## src/rtl/acf_pkg.sv

```systemverilog
// Package for the converter clock and filter path control block
package acf_pkg;

    // ------------------------------------------------------------------
    // Register offsets (byte addresses)
    // ------------------------------------------------------------------
    localparam logic [7:0] ADDR_CONFIG_ONE   = 8'h00;
    localparam logic [7:0] ADDR_CONFIG_THREE = 8'h04;
    localparam logic [7:0] ADDR_FILTER_CFG   = 8'h08;
    localparam logic [7:0] ADDR_STATUS_ONE   = 8'h0C;
    localparam logic [7:0] ADDR_COEF_ADDR    = 8'h10;
    localparam logic [7:0] ADDR_COEF_DATA    = 8'h14;

    // ------------------------------------------------------------------
    // Field positions
    // ------------------------------------------------------------------
    localparam int C1_INPUT_RANGE = 0;
    localparam int C1_REF_RANGE   = 1;
    localparam int C3_CLK_SEL     = 0;
    localparam int C3_DIV_LSB     = 1;
    localparam int FC_LOW_LAT     = 0;
    localparam int FC_OSR_LSB     = 1;
    localparam int FC_SECOND_FIR_STAGE_EN     = 4;
    localparam int FC_THIRD_FIR_STAGE_EN     = 5;
    localparam int FC_IIR_EN      = 6;
    localparam int FC_SWAP        = 7;
    localparam int FC_USER_COEF   = 8;
    localparam int FC_SPEED_LSB   = 9;

    // ------------------------------------------------------------------
    // Reset values
    // ------------------------------------------------------------------
    localparam logic [1:0]  RST_CONFIG_ONE   = 2'b00;
    localparam logic [3:0]  RST_CONFIG_THREE = 4'h0;
    localparam logic [10:0] RST_FILTER_CFG   = 11'h070;
    localparam logic [3:0]  PIN_IDLE         = 4'h8;

    // ------------------------------------------------------------------
    // Clock divider codes: ratio is two to the power of the code
    // ------------------------------------------------------------------
    localparam logic [2:0] DIV_BY_2  = 3'd1;
    localparam logic [2:0] DIV_BY_16 = 3'd4;

    // ------------------------------------------------------------------
    // Oversampling ratio bases
    // ------------------------------------------------------------------
    localparam logic [15:0] SINC_OSR_MIN   = 16'h0004;
    localparam logic [15:0] LL_BASE_MAX    = 16'h000C;
    localparam logic [15:0] LL_BASE_HIGH   = 16'h000C;
    localparam logic [15:0] LL_BASE_MID    = 16'h000C;
    localparam logic [15:0] LL_BASE_LOW    = 16'h000C;

    // ------------------------------------------------------------------
    // Control pin blanking after a clock mode change
    // ------------------------------------------------------------------
    localparam int          PCLK_HZ        = 10_000_000;
    localparam int          BLANK_TIME_US  = 150;
    localparam int          BLANK_CYCLES_I = (BLANK_TIME_US * (PCLK_HZ / 1_000_000));
    localparam logic [11:0] BLANK_CYCLES   = 12'(BLANK_CYCLES_I);

    // Coefficient store: four biquads of five words plus FIR words
    localparam int COEF_DEPTH = 32;
    localparam int COEF_WIDTH = 24;

    typedef enum logic [1:0] {
        SPEED_MAX  = 2'b00,
        SPEED_HIGH = 2'b01,
        SPEED_MID  = 2'b10,
        SPEED_LOW  = 2'b11
    } acf_speed_t;

    typedef struct packed {
        logic       low_latency;
        logic       second_fir_stage_en;
        logic       third_fir_stage_en;
        logic       iir_en;
        logic       iir_before_third_fir_stage;
        logic       user_coef;
    } acf_path_t;

    typedef struct packed {
        logic       sys_tick;
        logic       mod_tick;
    } acf_ticks_t;

endpackage : acf_pkg

```

## src/rtl/acf_control.sv

```systemverilog
// Converter clock, range and filter path control with APB register access
`timescale 1ns/1ps
module acf_control #(
    parameter int BIQUADS = 4,
    parameter int DEPTH   = acf_pkg::COEF_DEPTH,
    parameter int CWIDTH  = acf_pkg::COEF_WIDTH
) (
    input  wire logic                pclk,
    input  wire logic                presetn,
    input  wire logic                psel,
    input  wire logic                penable,
    input  wire logic                pwrite,
    input  wire logic [7:0]          paddr,
    input  wire logic [31:0]         pwdata,
    output logic      [31:0]         prdata,
    output logic                     pready,
    output logic                     pslverr,
    input  wire logic                ext_clk_pin,
    input  wire logic                int_osc_clk,
    input  wire logic                start_pin,
    input  wire logic                reset_n_pin,
    input  wire logic                mod_saturated,
    output logic                     sys_clk_en,
    output logic                     mod_clk_en,
    output logic                     data_ready,
    output logic                     wide_input_range,
    output acf_pkg::acf_path_t       path_cfg,
    output logic [15:0]              osr_active,
    output logic                     pins_blanked
);
    import acf_pkg::*;

    // ------------------------------------------------------------------
    // Pin synchronisers: three stages, change taken when last two agree
    // ------------------------------------------------------------------
    localparam int NPIN = 4;
    logic [NPIN-1:0] pin_raw;
    logic [NPIN-1:0] sync1;
    logic [NPIN-1:0] sync2;
    logic [NPIN-1:0] sync3;
    logic [NPIN-1:0] pin_level;
    logic [NPIN-1:0] next_pin_level;
    logic [NPIN-1:0] pin_rise;

    assign pin_raw = {reset_n_pin, start_pin, int_osc_clk, ext_clk_pin};

    genvar gi;
    generate
        for (gi = 0; gi < NPIN; gi++) begin : g_sync
            always_ff @(posedge pclk or negedge presetn) begin
                if (!presetn) begin
                    sync1[gi] <= PIN_IDLE[gi];
                    sync2[gi] <= PIN_IDLE[gi];
                    sync3[gi] <= PIN_IDLE[gi];
                end else begin
                    sync1[gi] <= pin_raw[gi];
                    sync2[gi] <= sync1[gi];
                    sync3[gi] <= sync2[gi];
                end
            end
            always_comb begin
                next_pin_level[gi] = (sync2[gi] == sync3[gi]) ? sync3[gi] : pin_level[gi];
                pin_rise[gi]       = next_pin_level[gi] & ~pin_level[gi];
            end
        end
    endgenerate

    // ------------------------------------------------------------------
    // Registers
    // ------------------------------------------------------------------
    logic [1:0]        cfg_one;
    logic [3:0]        cfg_three;
    logic [10:0]       filt_cfg;
    logic [4:0]        coef_addr;
    logic [CWIDTH-1:0] coef_mem [DEPTH];
    logic [11:0]       blank_cnt;
    logic              sat_accum;
    logic              sat_flag;
    logic [15:0]       conv_cnt;
    logic [1:0]        next_cfg_one;
    logic [3:0]        next_cfg_three;
    logic [10:0]       next_filt_cfg;
    logic [4:0]        next_coef_addr;
    logic [11:0]       next_blank_cnt;
    logic              next_sat_accum;
    logic              next_sat_flag;
    logic [15:0]       next_conv_cnt;
    logic              next_data_ready;
    logic [31:0]       next_prdata;
    logic              next_pready;
    logic              next_pslverr;
    logic              wr_en;
    logic              dev_reset;
    logic              running;
    logic [15:0]       osr_now;
    acf_path_t         next_path;
    acf_ticks_t        ticks;

    // Low-latency ratio for a speed mode and sinc code
    function automatic logic [15:0] ll_osr(input logic [1:0] speed, input logic [2:0] code);
        logic [15:0] base;
        base = LL_BASE_MID;
        unique case (acf_speed_t'(speed))
            SPEED_MAX:  base = LL_BASE_MAX;
            SPEED_HIGH: base = LL_BASE_HIGH;
            SPEED_MID:  base = LL_BASE_MID;
            SPEED_LOW:  base = LL_BASE_LOW;
        endcase
        return 16'(base << code);
    endfunction : ll_osr

    // Address decode, used by both read and write paths
    function automatic logic addr_known(input logic [7:0] a);
        return (a == ADDR_CONFIG_ONE) || (a == ADDR_CONFIG_THREE) ||
               (a == ADDR_FILTER_CFG) || (a == ADDR_STATUS_ONE) ||
               (a == ADDR_COEF_ADDR) || (a == ADDR_COEF_DATA);
    endfunction : addr_known

    // ------------------------------------------------------------------
    // Clock chain
    // ------------------------------------------------------------------
    acf_clock_chain i_acf_clock_chain (
        .pclk     (pclk),
        .presetn  (presetn),
        .clk_sel  (cfg_three[C3_CLK_SEL]),
        .div_code (cfg_three[C3_DIV_LSB +: 3]),
        .int_edge (pin_rise[1]),
        .ext_edge (pin_rise[0]),
        .ticks    (ticks)
    );

    // ------------------------------------------------------------------
    // Next-state logic
    // ------------------------------------------------------------------
    always_comb begin
        wr_en     = psel & penable & pready & pwrite;
        // Start and reset pins are honoured only outside the blanking window
        dev_reset = (blank_cnt == '0) & ~pin_level[3];
        running   = (blank_cnt == '0) & pin_level[2];

        // Decimation chain: sinc, then FIRST_FIR_STAGE by two, SECOND_FIR_STAGE and THIRD_FIR_STAGE by two
        if (filt_cfg[FC_LOW_LAT]) begin
            if (cfg_three[C3_DIV_LSB +: 3] == DIV_BY_2 ||
                cfg_three[C3_DIV_LSB +: 3] == DIV_BY_16) begin
                osr_now = ll_osr(SPEED_MID, filt_cfg[FC_OSR_LSB +: 3]);
            end else begin
                osr_now = ll_osr(filt_cfg[FC_SPEED_LSB +: 2], filt_cfg[FC_OSR_LSB +: 3]);
            end
        end else begin
            osr_now = 16'((SINC_OSR_MIN << filt_cfg[FC_OSR_LSB +: 3]) << 1);
            // IIR does no decimation; bypassed FIR stages drop theirs
            if (filt_cfg[FC_SECOND_FIR_STAGE_EN]) osr_now = 16'(osr_now << 1);
            if (filt_cfg[FC_THIRD_FIR_STAGE_EN]) osr_now = 16'(osr_now << 1);
        end

        next_cfg_one   = cfg_one;
        next_cfg_three = cfg_three;
        next_filt_cfg  = filt_cfg;
        next_coef_addr = coef_addr;
        next_blank_cnt = (blank_cnt != '0) ? blank_cnt - 12'd1 : blank_cnt;

        if (wr_en) begin
            unique case (paddr)
                ADDR_CONFIG_ONE:   next_cfg_one  = pwdata[1:0];
                ADDR_CONFIG_THREE: begin
                    next_cfg_three = pwdata[3:0];
                    if (pwdata[C3_CLK_SEL] != cfg_three[C3_CLK_SEL]) begin
                        next_blank_cnt = BLANK_CYCLES;
                    end
                end
                ADDR_FILTER_CFG:   next_filt_cfg  = pwdata[10:0];
                ADDR_COEF_ADDR:    next_coef_addr = pwdata[4:0];
                default:           ;
            endcase
        end
        if (dev_reset) begin
            next_cfg_one   = RST_CONFIG_ONE;
            next_cfg_three = RST_CONFIG_THREE;
            next_filt_cfg  = RST_FILTER_CFG;
        end

        // Conversion timing and saturation capture
        next_conv_cnt   = conv_cnt;
        next_sat_accum  = sat_accum | mod_saturated;
        next_sat_flag   = sat_flag;
        next_data_ready = 1'b0;
        if (!running) begin
            next_conv_cnt = '0;
        end else if (ticks.mod_tick) begin
            if (conv_cnt >= osr_now - 16'd1) begin
                next_conv_cnt   = '0;
                next_data_ready = 1'b1;
                next_sat_flag   = sat_accum | mod_saturated;
                // New period starts clean; this cycle already went above
                next_sat_accum  = 1'b0;
            end else begin
                next_conv_cnt = conv_cnt + 16'd1;
            end
        end

        // Path configuration seen by the filter datapath
        next_path.low_latency     = filt_cfg[FC_LOW_LAT];
        next_path.second_fir_stage_en         = filt_cfg[FC_SECOND_FIR_STAGE_EN];
        next_path.third_fir_stage_en         = filt_cfg[FC_THIRD_FIR_STAGE_EN];
        next_path.iir_en          = filt_cfg[FC_IIR_EN];
        next_path.iir_before_third_fir_stage = filt_cfg[FC_SWAP];
        next_path.user_coef       = filt_cfg[FC_USER_COEF];

        // Register answer one cycle into the access phase
        next_pready  = psel & penable & ~pready;
        next_pslverr = 1'b0;
        next_prdata  = '0;
        if (psel & penable & ~pready) begin
            next_pslverr = ~addr_known(paddr);
            if (!pwrite) begin
                unique case (paddr)
                    ADDR_CONFIG_ONE:   next_prdata = {30'h0000_0000, cfg_one};
                    ADDR_CONFIG_THREE: next_prdata = {28'h000_0000, cfg_three};
                    ADDR_FILTER_CFG:   next_prdata = {21'h00_0000, filt_cfg};
                    ADDR_STATUS_ONE:   next_prdata = {28'h000_0000, running,
                                                      blank_cnt != '0, wide_input_range,
                                                      sat_flag};
                    ADDR_COEF_ADDR:    next_prdata = {27'h000_0000, coef_addr};
                    ADDR_COEF_DATA:    next_prdata = 32'(coef_mem[coef_addr]);
                    default:           next_prdata = '0;
                endcase
            end
        end
    end

    // ------------------------------------------------------------------
    // Registered state
    // ------------------------------------------------------------------
    always_ff @(posedge pclk or negedge presetn) begin
        if (!presetn) begin
            pin_level        <= PIN_IDLE;
            cfg_one          <= RST_CONFIG_ONE;
            cfg_three        <= RST_CONFIG_THREE;
            filt_cfg         <= RST_FILTER_CFG;
            coef_addr        <= '0;
            blank_cnt        <= '0;
            sat_accum        <= 1'b0;
            sat_flag         <= 1'b0;
            conv_cnt         <= '0;
            data_ready       <= 1'b0;
            prdata           <= '0;
            pready           <= 1'b0;
            pslverr          <= 1'b0;
            sys_clk_en       <= 1'b0;
            mod_clk_en       <= 1'b0;
            wide_input_range <= 1'b0;
            path_cfg         <= '0;
            osr_active       <= '0;
            pins_blanked     <= 1'b0;
        end else begin
            pin_level        <= next_pin_level;
            cfg_one          <= next_cfg_one;
            cfg_three        <= next_cfg_three;
            filt_cfg         <= next_filt_cfg;
            coef_addr        <= next_coef_addr;
            blank_cnt        <= next_blank_cnt;
            sat_accum        <= next_sat_accum;
            sat_flag         <= next_sat_flag;
            conv_cnt         <= next_conv_cnt;
            data_ready       <= next_data_ready;
            prdata           <= next_prdata;
            pready           <= next_pready;
            pslverr          <= next_pslverr;
            sys_clk_en       <= ticks.sys_tick;
            mod_clk_en       <= ticks.mod_tick;
            // High reference range overrides the input range bit
            wide_input_range <= cfg_one[C1_INPUT_RANGE] &
                                ~cfg_one[C1_REF_RANGE];
            path_cfg         <= next_path;
            osr_active       <= osr_now;
            pins_blanked     <= (next_blank_cnt != '0);
        end
    end

    // Coefficient store: no reset, so it maps onto plain memory
    always_ff @(posedge pclk) begin
        if (wr_en && paddr == ADDR_COEF_DATA) begin
            coef_mem[coef_addr] <= pwdata[CWIDTH-1:0];
        end
    end

endmodule : acf_control

```

## src/rtl/acf_clock_chain.sv

```systemverilog
// Clock source selection, system clock divider and modulator halving
`timescale 1ns/1ps
module acf_clock_chain (
    input  wire logic                pclk,
    input  wire logic                presetn,
    input  wire logic                clk_sel,
    input  wire logic [2:0]          div_code,
    input  wire logic                int_edge,
    input  wire logic                ext_edge,
    output acf_pkg::acf_ticks_t      ticks
);
    import acf_pkg::*;

    logic [6:0] div_cnt;
    logic [6:0] next_div_cnt;
    logic       mod_phase;
    logic       next_mod_phase;
    acf_ticks_t next_ticks;
    logic       src_edge;
    logic [6:0] div_last;

    always_comb begin
        src_edge       = clk_sel ? ext_edge : int_edge;
        div_last       = 7'((8'h01 << div_code) - 8'h01);
        next_div_cnt   = div_cnt;
        next_mod_phase = mod_phase;
        next_ticks     = '0;
        if (src_edge) begin
            if (div_cnt >= div_last) begin
                next_div_cnt        = '0;
                next_ticks.sys_tick = 1'b1;
                next_mod_phase      = ~mod_phase;
                next_ticks.mod_tick = mod_phase;
            end else begin
                next_div_cnt = div_cnt + 7'd1;
            end
        end
    end

    always_ff @(posedge pclk or negedge presetn) begin
        if (!presetn) begin
            div_cnt   <= '0;
            mod_phase <= 1'b0;
            ticks     <= '0;
        end else begin
            div_cnt   <= next_div_cnt;
            mod_phase <= next_mod_phase;
            ticks     <= next_ticks;
        end
    end

endmodule : acf_clock_chain

```

## config.mk

```make
export PLATFORM = sky130hd
export DESIGN_NAME = acf_control
export DESIGN_NICKNAME = d
export VERILOG_FILES = /design/src/rtl/acf_pkg.sv /design/src/rtl/acf_control.sv /design/src/rtl/acf_clock_chain.sv
export SDC_FILE = /design/constraint.sdc
export NUM_CORES = 1
export LEC_CHECK = 0
export BUFFER_PORTS_ARGS = -buffer_cell sky130_fd_sc_hd__buf_4
export CAP_MARGIN = 10
export CORE_MARGIN = 2
export CORE_UTILIZATION = 35
export DETAILED_ROUTE_END_ITERATION = 10
export PLACE_DENSITY_LB_ADDON = 0.2
export SYNTH_ARGS = -nofsm -noshare
export SYNTH_HDL_FRONTEND = slang
export SYNTH_HIERARCHICAL = 1
export SYNTH_SLANG_ARGS = --single-unit
```

## constraint.sdc

```tcl
create_clock -name pclk -period 9.54 [get_ports pclk]
set_clock_uncertainty 0.1 [all_clocks]
set_input_delay 1.431 -clock pclk [delete_from_list [all_inputs] [get_ports pclk]]
set_output_delay 1.431 -clock pclk [all_outputs]
set_load 0.02 [all_outputs]
```

Yosys cells after proc, flatten, opt, wreduce, memory -nomap -nowiden
Memories as Yosys holds them, arrays and structs flattened.
Cells that the tools add are included.
{ "word_totals": {"reg_bits": 139, "ramBits": 768, "inputBits": 50, "output_inout_bits": 61, "elab_cells": 153, "memories": 1} }
{ "classes": {"add_sub_neg": 5, "n_lt_le_gt_ge": 2, "n_eq_ne": 16, "shifts": 4, "mux": 43, "bitwise": 17, "n_reduce_logical": 23} }
{ "memory_table": {"columns": ["memory", "words", "width", "read_ports", "rd_ports_with_merged_regs", "wr", "line", "source"], "rows": [
  ["coef_mem", 32, 24, 1, 0, 1, "acf_control.sv:75", "logic [CWIDTH-1:0] coef_mem [DEPTH];"]
]} }
{ "op_table": {"columns": ["operator", "n"], "rows": [
  ["16-bit 2-to-1 mux", 12],
  ["24-bit case mux with 6 select lines", 1],
  ["12-bit 2-to-1 mux", 4],
  ["24-bit 2-to-1 mux", 2],
  ["11-bit 2-to-1 mux", 3],
  ["16-bit by 3-bit left shift with 16-bit output", 2],
  ["12-bit nonzero test", 2],
  ["16-bit by 1-bit adder with 16-bit output, second input constant", 1],
  ["8-bit by 4-bit equality test with 1-bit output, second input constant", 2],
  ["8-bit by 5-bit equality test with 1-bit output, second input constant", 2],
  ["16-bit >= comparator", 1],
  ["16-bit by 1-bit subtractor with 16-bit output, second input constant", 1],
  ["3-bit by 3-bit left shift with 15-bit output, first input constant", 1],
  ["12-bit zero test", 1],
  ["1-bit 2-to-1 mux", 12],
  ["4-bit 2-to-1 mux", 3],
  ["12-bit by 1-bit subtractor with 12-bit output, second input constant", 1],
  ["2-bit 2-to-1 mux", 5],
  ["2-bit AND reduction", 5],
  ["1-bit AND", 9],
  ["8-bit by 3-bit equality test with 1-bit output, second input constant", 1],
  ["8-bit zero test", 1],
  ["2-bit nonzero test", 4],
  ["7-bit by 1-bit adder with 7-bit output, second input constant", 1],
  ["other kinds (18)", 33]
]} }

Depth between registers and ports, before layout
{ "logic_depth": {"depth_word": 13, "depth_mapped": 18} }

Modules after synthesis
The synthesis kept the hierarchy.
{ "modules_own_cells": {"columns": ["module", "instances", "cells_per_inst", "area_each_um2", "seq_area_each_um2"], "rows": [
  ["acf_control", 1, 1748, 34590.7, 25973.7],
  ["acf_clock_chain", 1, 61, 631.9, 250.2]
]} }

Worst setup path before layout
OpenSTA, ideal clock, no wires.
{ "synth_timing": {"path_kind": "input-to-reg", "start": "in pwrite", "end": "mem coef_mem[0][0] in the netlist's numbering, enable pin", "setup_time_ns": 0.405, "arrival_ns": 3.640, "t_required_ns": 9.035, "slack_ns": 5.396, "cell_stages": 7, "n_path_buf": 2, "cell_sequence": "and4_1 clkbuf_1 and3b_1 nand3_1 or3_1 clkbuf_1 nor2_1"} }
{ "synth_between": {"elab_chain_cells": 4} }
{ "synth_lines": {"columns": ["element", "line", "source"], "rows": [
  ["start, declared", "acf_control.sv:12", "input wire logic pwrite,"],
  ["1-bit AND", "acf_control.sv:136", "wr_en = psel & penable & pready & pwrite;"],
  ["1-bit logical AND", "acf_control.sv:282", "if (wr_en && paddr == ADDR_COEF_DATA) begin"],
  ["1-bit 2-to-1 mux", "acf_control.sv:282", null],
  ["1-bit 2-to-1 mux (not written as such)", "acf_control.sv:283", "coef_mem[coef_addr] <= pwdata[CWIDTH-1:0];"],
  ["end, declared", "acf_control.sv:75", null]
]} }
No other way between the ends.

Final worst setup path
{ "layout_timing": {"start": "reg filt_cfg[2]", "end": "reg conv_cnt[13]"} }
{ "layout_between": {"elab_chain_cells": 9} }
{ "layout_lines": {"columns": ["element", "line", "source"], "rows": [
  ["start, declared", "acf_control.sv:73", "logic [10:0] filt_cfg;"],
  ["start signal, assigned", "acf_control.sv:259", "filt_cfg <= next_filt_cfg;"],
  ["3-bit by 3-bit left shift with 15-bit output", "acf_control.sv:150", "osr_now = 16'((SINC_OSR_MIN << filt_cfg[FC_OSR_LSB +: 3]) << 1);"],
  ["16-bit 2-to-1 mux", "acf_control.sv:152", "if (filt_cfg[FC_SECOND_FIR_STAGE_EN]) osr_now = 16'(osr_now << 1);"],
  ["16-bit 2-to-1 mux", "acf_control.sv:153", "if (filt_cfg[FC_THIRD_FIR_STAGE_EN]) osr_now = 16'(osr_now << 1);"],
  ["16-bit 2-to-1 mux (*)", "acf_control.sv:142", "if (filt_cfg[FC_LOW_LAT]) begin"],
  ["16-bit by 1-bit subtractor with 16-bit output (*)", "acf_control.sv:190", "if (conv_cnt >= osr_now - 16'd1) begin"],
  ["16-bit >= comparator (*)", "acf_control.sv:190", null],
  ["16-bit 2-to-1 mux (*)", "acf_control.sv:190", null],
  ["16-bit 2-to-1 mux (*)", "acf_control.sv:189", "end else if (ticks.mod_tick) begin"],
  ["16-bit 2-to-1 mux (*)", "acf_control.sv:187", "if (!running) begin"],
  ["end signal, assigned", "acf_control.sv:264", "conv_cnt <= next_conv_cnt;"],
  ["end, declared", "acf_control.sv:79", "logic [15:0] conv_cnt;"]
]} }
Every way passes the cells marked *; elsewhere a longest branch is shown, timed or not. The select of a mux whose other input is x is not followed.
A chain may end at the register's enable or synchronous reset.

==> reports/metrics.cfg <==
[status]
status=finished clean

[route]
wl_per_cell_um=26.3
drt_wl_total_um=87200
via_per_inst=5.39
first_pass_iters=6
ant_nets=0
first_iter_violations=1535
num_vias=17800
drc_errors=0

[placement]
dp_hpwl_um=48500
placedCellCount=3139
place_congestion=0.786
io_buffers=89

[clocking]
path_clk_slew_ns=0.06
cts_resized=0
cts_inserted_buffers=93
cts_tree=built
clk_root_buffer_cell=clkbuf_16
post-cts-setup-buffers=0
clock_latency_ns=0.66
clockBufferDepth=3
clock_sinks=894
h-tree-depth=3
hold_buffers=0

[global_routing]
grt_pass1_vias=18400
grt_pass1_wl_um=128000
grt_max_degree=116
gr-total-overflow=0
grt_usage_pct=17.1
antenna_found_initial=0

[setup_path]
max_stage_delay_ns=0.49
worstSetupEndpointType=register
startpoint_type=register
critical_path.max_fanout=23
critPathSlowestCell=dfrtp_1
reg2reg_to=conv_cnt[13]$_DFFE_PN0P_
r2r_cells=17
path_cells=inv_1 > ha_1 > or3b_2 > nor2_1 > o21ai_0 > ha_1 > inv_1 > nor4b_4 > nand3_1 > or2_1 > ha_1 > and4_1 > o211a_1 > a22oi_1 > nand4_4 > or3_1 > o211ai_2
timing.rr.start=filt_cfg[2]$_DFFE_PN0P_
r2r_slack_ns=4.93
crit_top_cell=ha_1
cp.arrival_ns=5.06
critPathKind=reg -> reg
required_ns=10.00

[power]
p_sw_w=0.00161
p_clk_share_pct=44.6
p_leak_nw=13.2
intPower_w=0.00638
combPwrFrac_pct=1.7
p_seq_share_pct=53.7
ir_drop_uv=124
p_per_area_nw_per_um2=197
p_sw_share_pct=20.2

[synthesis]
synth_seq_area_share_pct=74.5
synth_ff_type=edfxtp_1
ys_ff_latch=894
synth_cell_types=73
syn-mean-instance-area_um2=19.5
synth_area_um2=35200
yosys_warnings=6
postSynthCellCount=1809
synth_edf_count=768
synth-async-reset-ratio_pct=14.1

[die]
die_h_um=321
io_pins=111
rows=116
die_x_um=321
core_area_um2=99900
start_util_pct=35.3
die-area_um2=103000

[sta]
whs_ns=0.249
rsz0062_at_grt=false
fin_crit_ns=4.61
setup_viol=0
max_freq_ghz=0.217
worst_pin_slew_ns=1.23
tns_ns=0
hold_viol=0
slew_headroom_pct=17.5
drv_slew=0
fin_crit_sh_pct=48.3

[final_layout]
finalNonFillerCells=3311
drive_above_1_share_pct=26.0
fillers=8935
synthToLayoutAreaGrowth_pct=15.2
fin_nets=2016
utilization_pct=40.6

[hold_path]
worstHoldPathType=reg -> reg
holdPathStages=0
hold_path_end=sync2[2]$_DFF_PN0_
hp-start=sync1[2]$_DFF_PN0_

[flow_run]
drv_cap=0

cell type report:
cell class	count	area (um2)	share of cell area, %
Tap cell	1298	1620	4.00
Timing Repair Buffer	125	967	2.38
Inverter	22	82.6	0.203
Sequential cell	894	26200	64.6
Clock inverter	45	462	1.14
Antenna cell	1	2.50	0.00617
Multi-Input combinational cell	800	8660	21.3
Clock buffer	126	2550	6.29
per-layer routing:
| metal | wire [um] | vias to the layer above | track usage, % |
|---|---|---|---|
| met1 | 38500 | 9543 | 23.9 |
| met2 | 42200 | 531 | 27.7 |
| met3 | 4870 | 112 | 3.05 |
| li1 | - | 7655 | - |
| met4 | 1700 | 0 | 4.07 |
| met5 | 0 | - | 0 |
power groups by stage:
stage / logic [W] / clock network (W) / registers [W]
detailed placement: 0.000138 / 0 / 0.00437
finish: 0.000135 / 0.00356 / 0.00429
global placement: 0.000130 / 0 / 0.00437
global route: 0.000151 / 0.00380 / 0.00429
floorplan: 0.0000515 / 0 / 0.00437
CTS: 0.000138 / 0.00365 / 0.00429
flip-flops by register name (all words and copies together) (netlist names), 2 cells and up:
register	cells
i_acf_clock_chain/div_cnt	7
pin_level	4
cfg_one	2
sync1	4
coef_addr	5
i_acf_clock_chain/ticks	2
sync2	4
filt_cfg	11
blank_cnt	12
sync3	4
conv_cnt	16
coef_mem	768
path_cfg	6
prdata	24
osr_active	11
cfg_three	4
cells in the mapped netlist, types with 20 or more instances:
| library cell | n | area (um2) |
|---|---|---|
| a22o_1 | 28 | 245 |
| nor2_1 | 78 | 293 |
| nand3_1 | 37 | 185 |
| ha_1 | 30 | 375 |
| mux4_2 | 192 | 4320 |
| nor3_1 | 20 | 100 |
| a221oi_1 | 23 | 201 |
| a22oi_1 | 59 | 443 |
| a31oi_1 | 21 | 131 |
| inv_1 | 22 | 82.6 |
| a21oi_1 | 27 | 135 |
| nand2_1 | 65 | 244 |
| dfrtp_1 | 119 | 2980 |
| clkbuf_1 | 45 | 169 |
| buf_2 | 22 | 110 |
| edfxtp_1 | 768 | 23100 |
| buf_4 | 29 | 218 |
cells by family (layout without fill, tap and decap cells):
kind of cell               after synthesis  after routing  share of synthesized area, %
DFF                                    894            894                          74.5
and+or+nand+nor                        292            292                          4.31
AOI/OAI and AO/OA                      227            227                          4.78
muxes                                  209            209                          12.8
buffers and inverters                  127            318                          1.85
adders and majority gates               34             34                          1.18
xor gates and xnor gates                25             25                         0.643
other                                    1             14                        0.0106
worst max-delay path, delay by kind of cell, from the launching register on:
| kind | cells | cell delay [ns] |
|---|---|---|
| compound gates | 4 | 0.80 |
| fa+ha+maj | 3 | 0.87 |
| buf+inv | 2 | 0.22 |
| flops | 1 | 0.49 |
| simple gates | 8 | 2.04 |
stage by stage:
step	setup WS (ns)	power (W)	area (um2)
after floorplan	5.40	0.00442	35300
after global placement	4.45	0.00450	37600
after detailed placement	4.33	0.00451	37600
after CTS	4.96	0.00808	40600
after global routing	4.62	0.00824	40600
final	4.93	0.00799	40600
how the worst max path moves through the flow:
stage                       startpoint                    endpoint  slack [ns]
3_3_place_gp                    pwrite  coef_mem[15][11]$_DFFE_PP_        4.45
4_1_cts        filt_cfg[2]$_DFFE_PN0P_    conv_cnt[13]$_DFFE_PN0P_        4.96
2_1_floorplan                   pwrite    coef_mem[0][0]$_DFFE_PP_        5.40
3_5_place_dp                    pwrite   coef_mem[7][12]$_DFFE_PP_        4.33
6_report       filt_cfg[2]$_DFFE_PN0P_    conv_cnt[13]$_DFFE_PN0P_        4.93
5_1_grt        filt_cfg[2]$_DFFE_PN0P_    conv_cnt[13]$_DFFE_PN0P_        4.62
cell usage in the layout (no fill, tap or decap), types with 8 or more instances in the layout:
master     count
edfxtp_1     768
mux4_2       192
buf_4        122
dfrtp_1      117
clkbuf_16     95
nand2_1       65
a22oi_1       59
nor2_1        45
nand3_1       37
nor2_4        34
ha_1          30
a22o_1        28
a21oi_1       27
clkbuf_1      25
a221oi_1      23
inv_1         22
a31oi_1       21
nor3_1        19
o21ai_0       18
clkinv_2      18
or3_1         17
xnor2_1       17
clkinv_1      14
a21o_1        13
conb_1        13
mux2i_1       11
and3_1         9
nor2b_1        8
(Power assumes the default switching activity.)
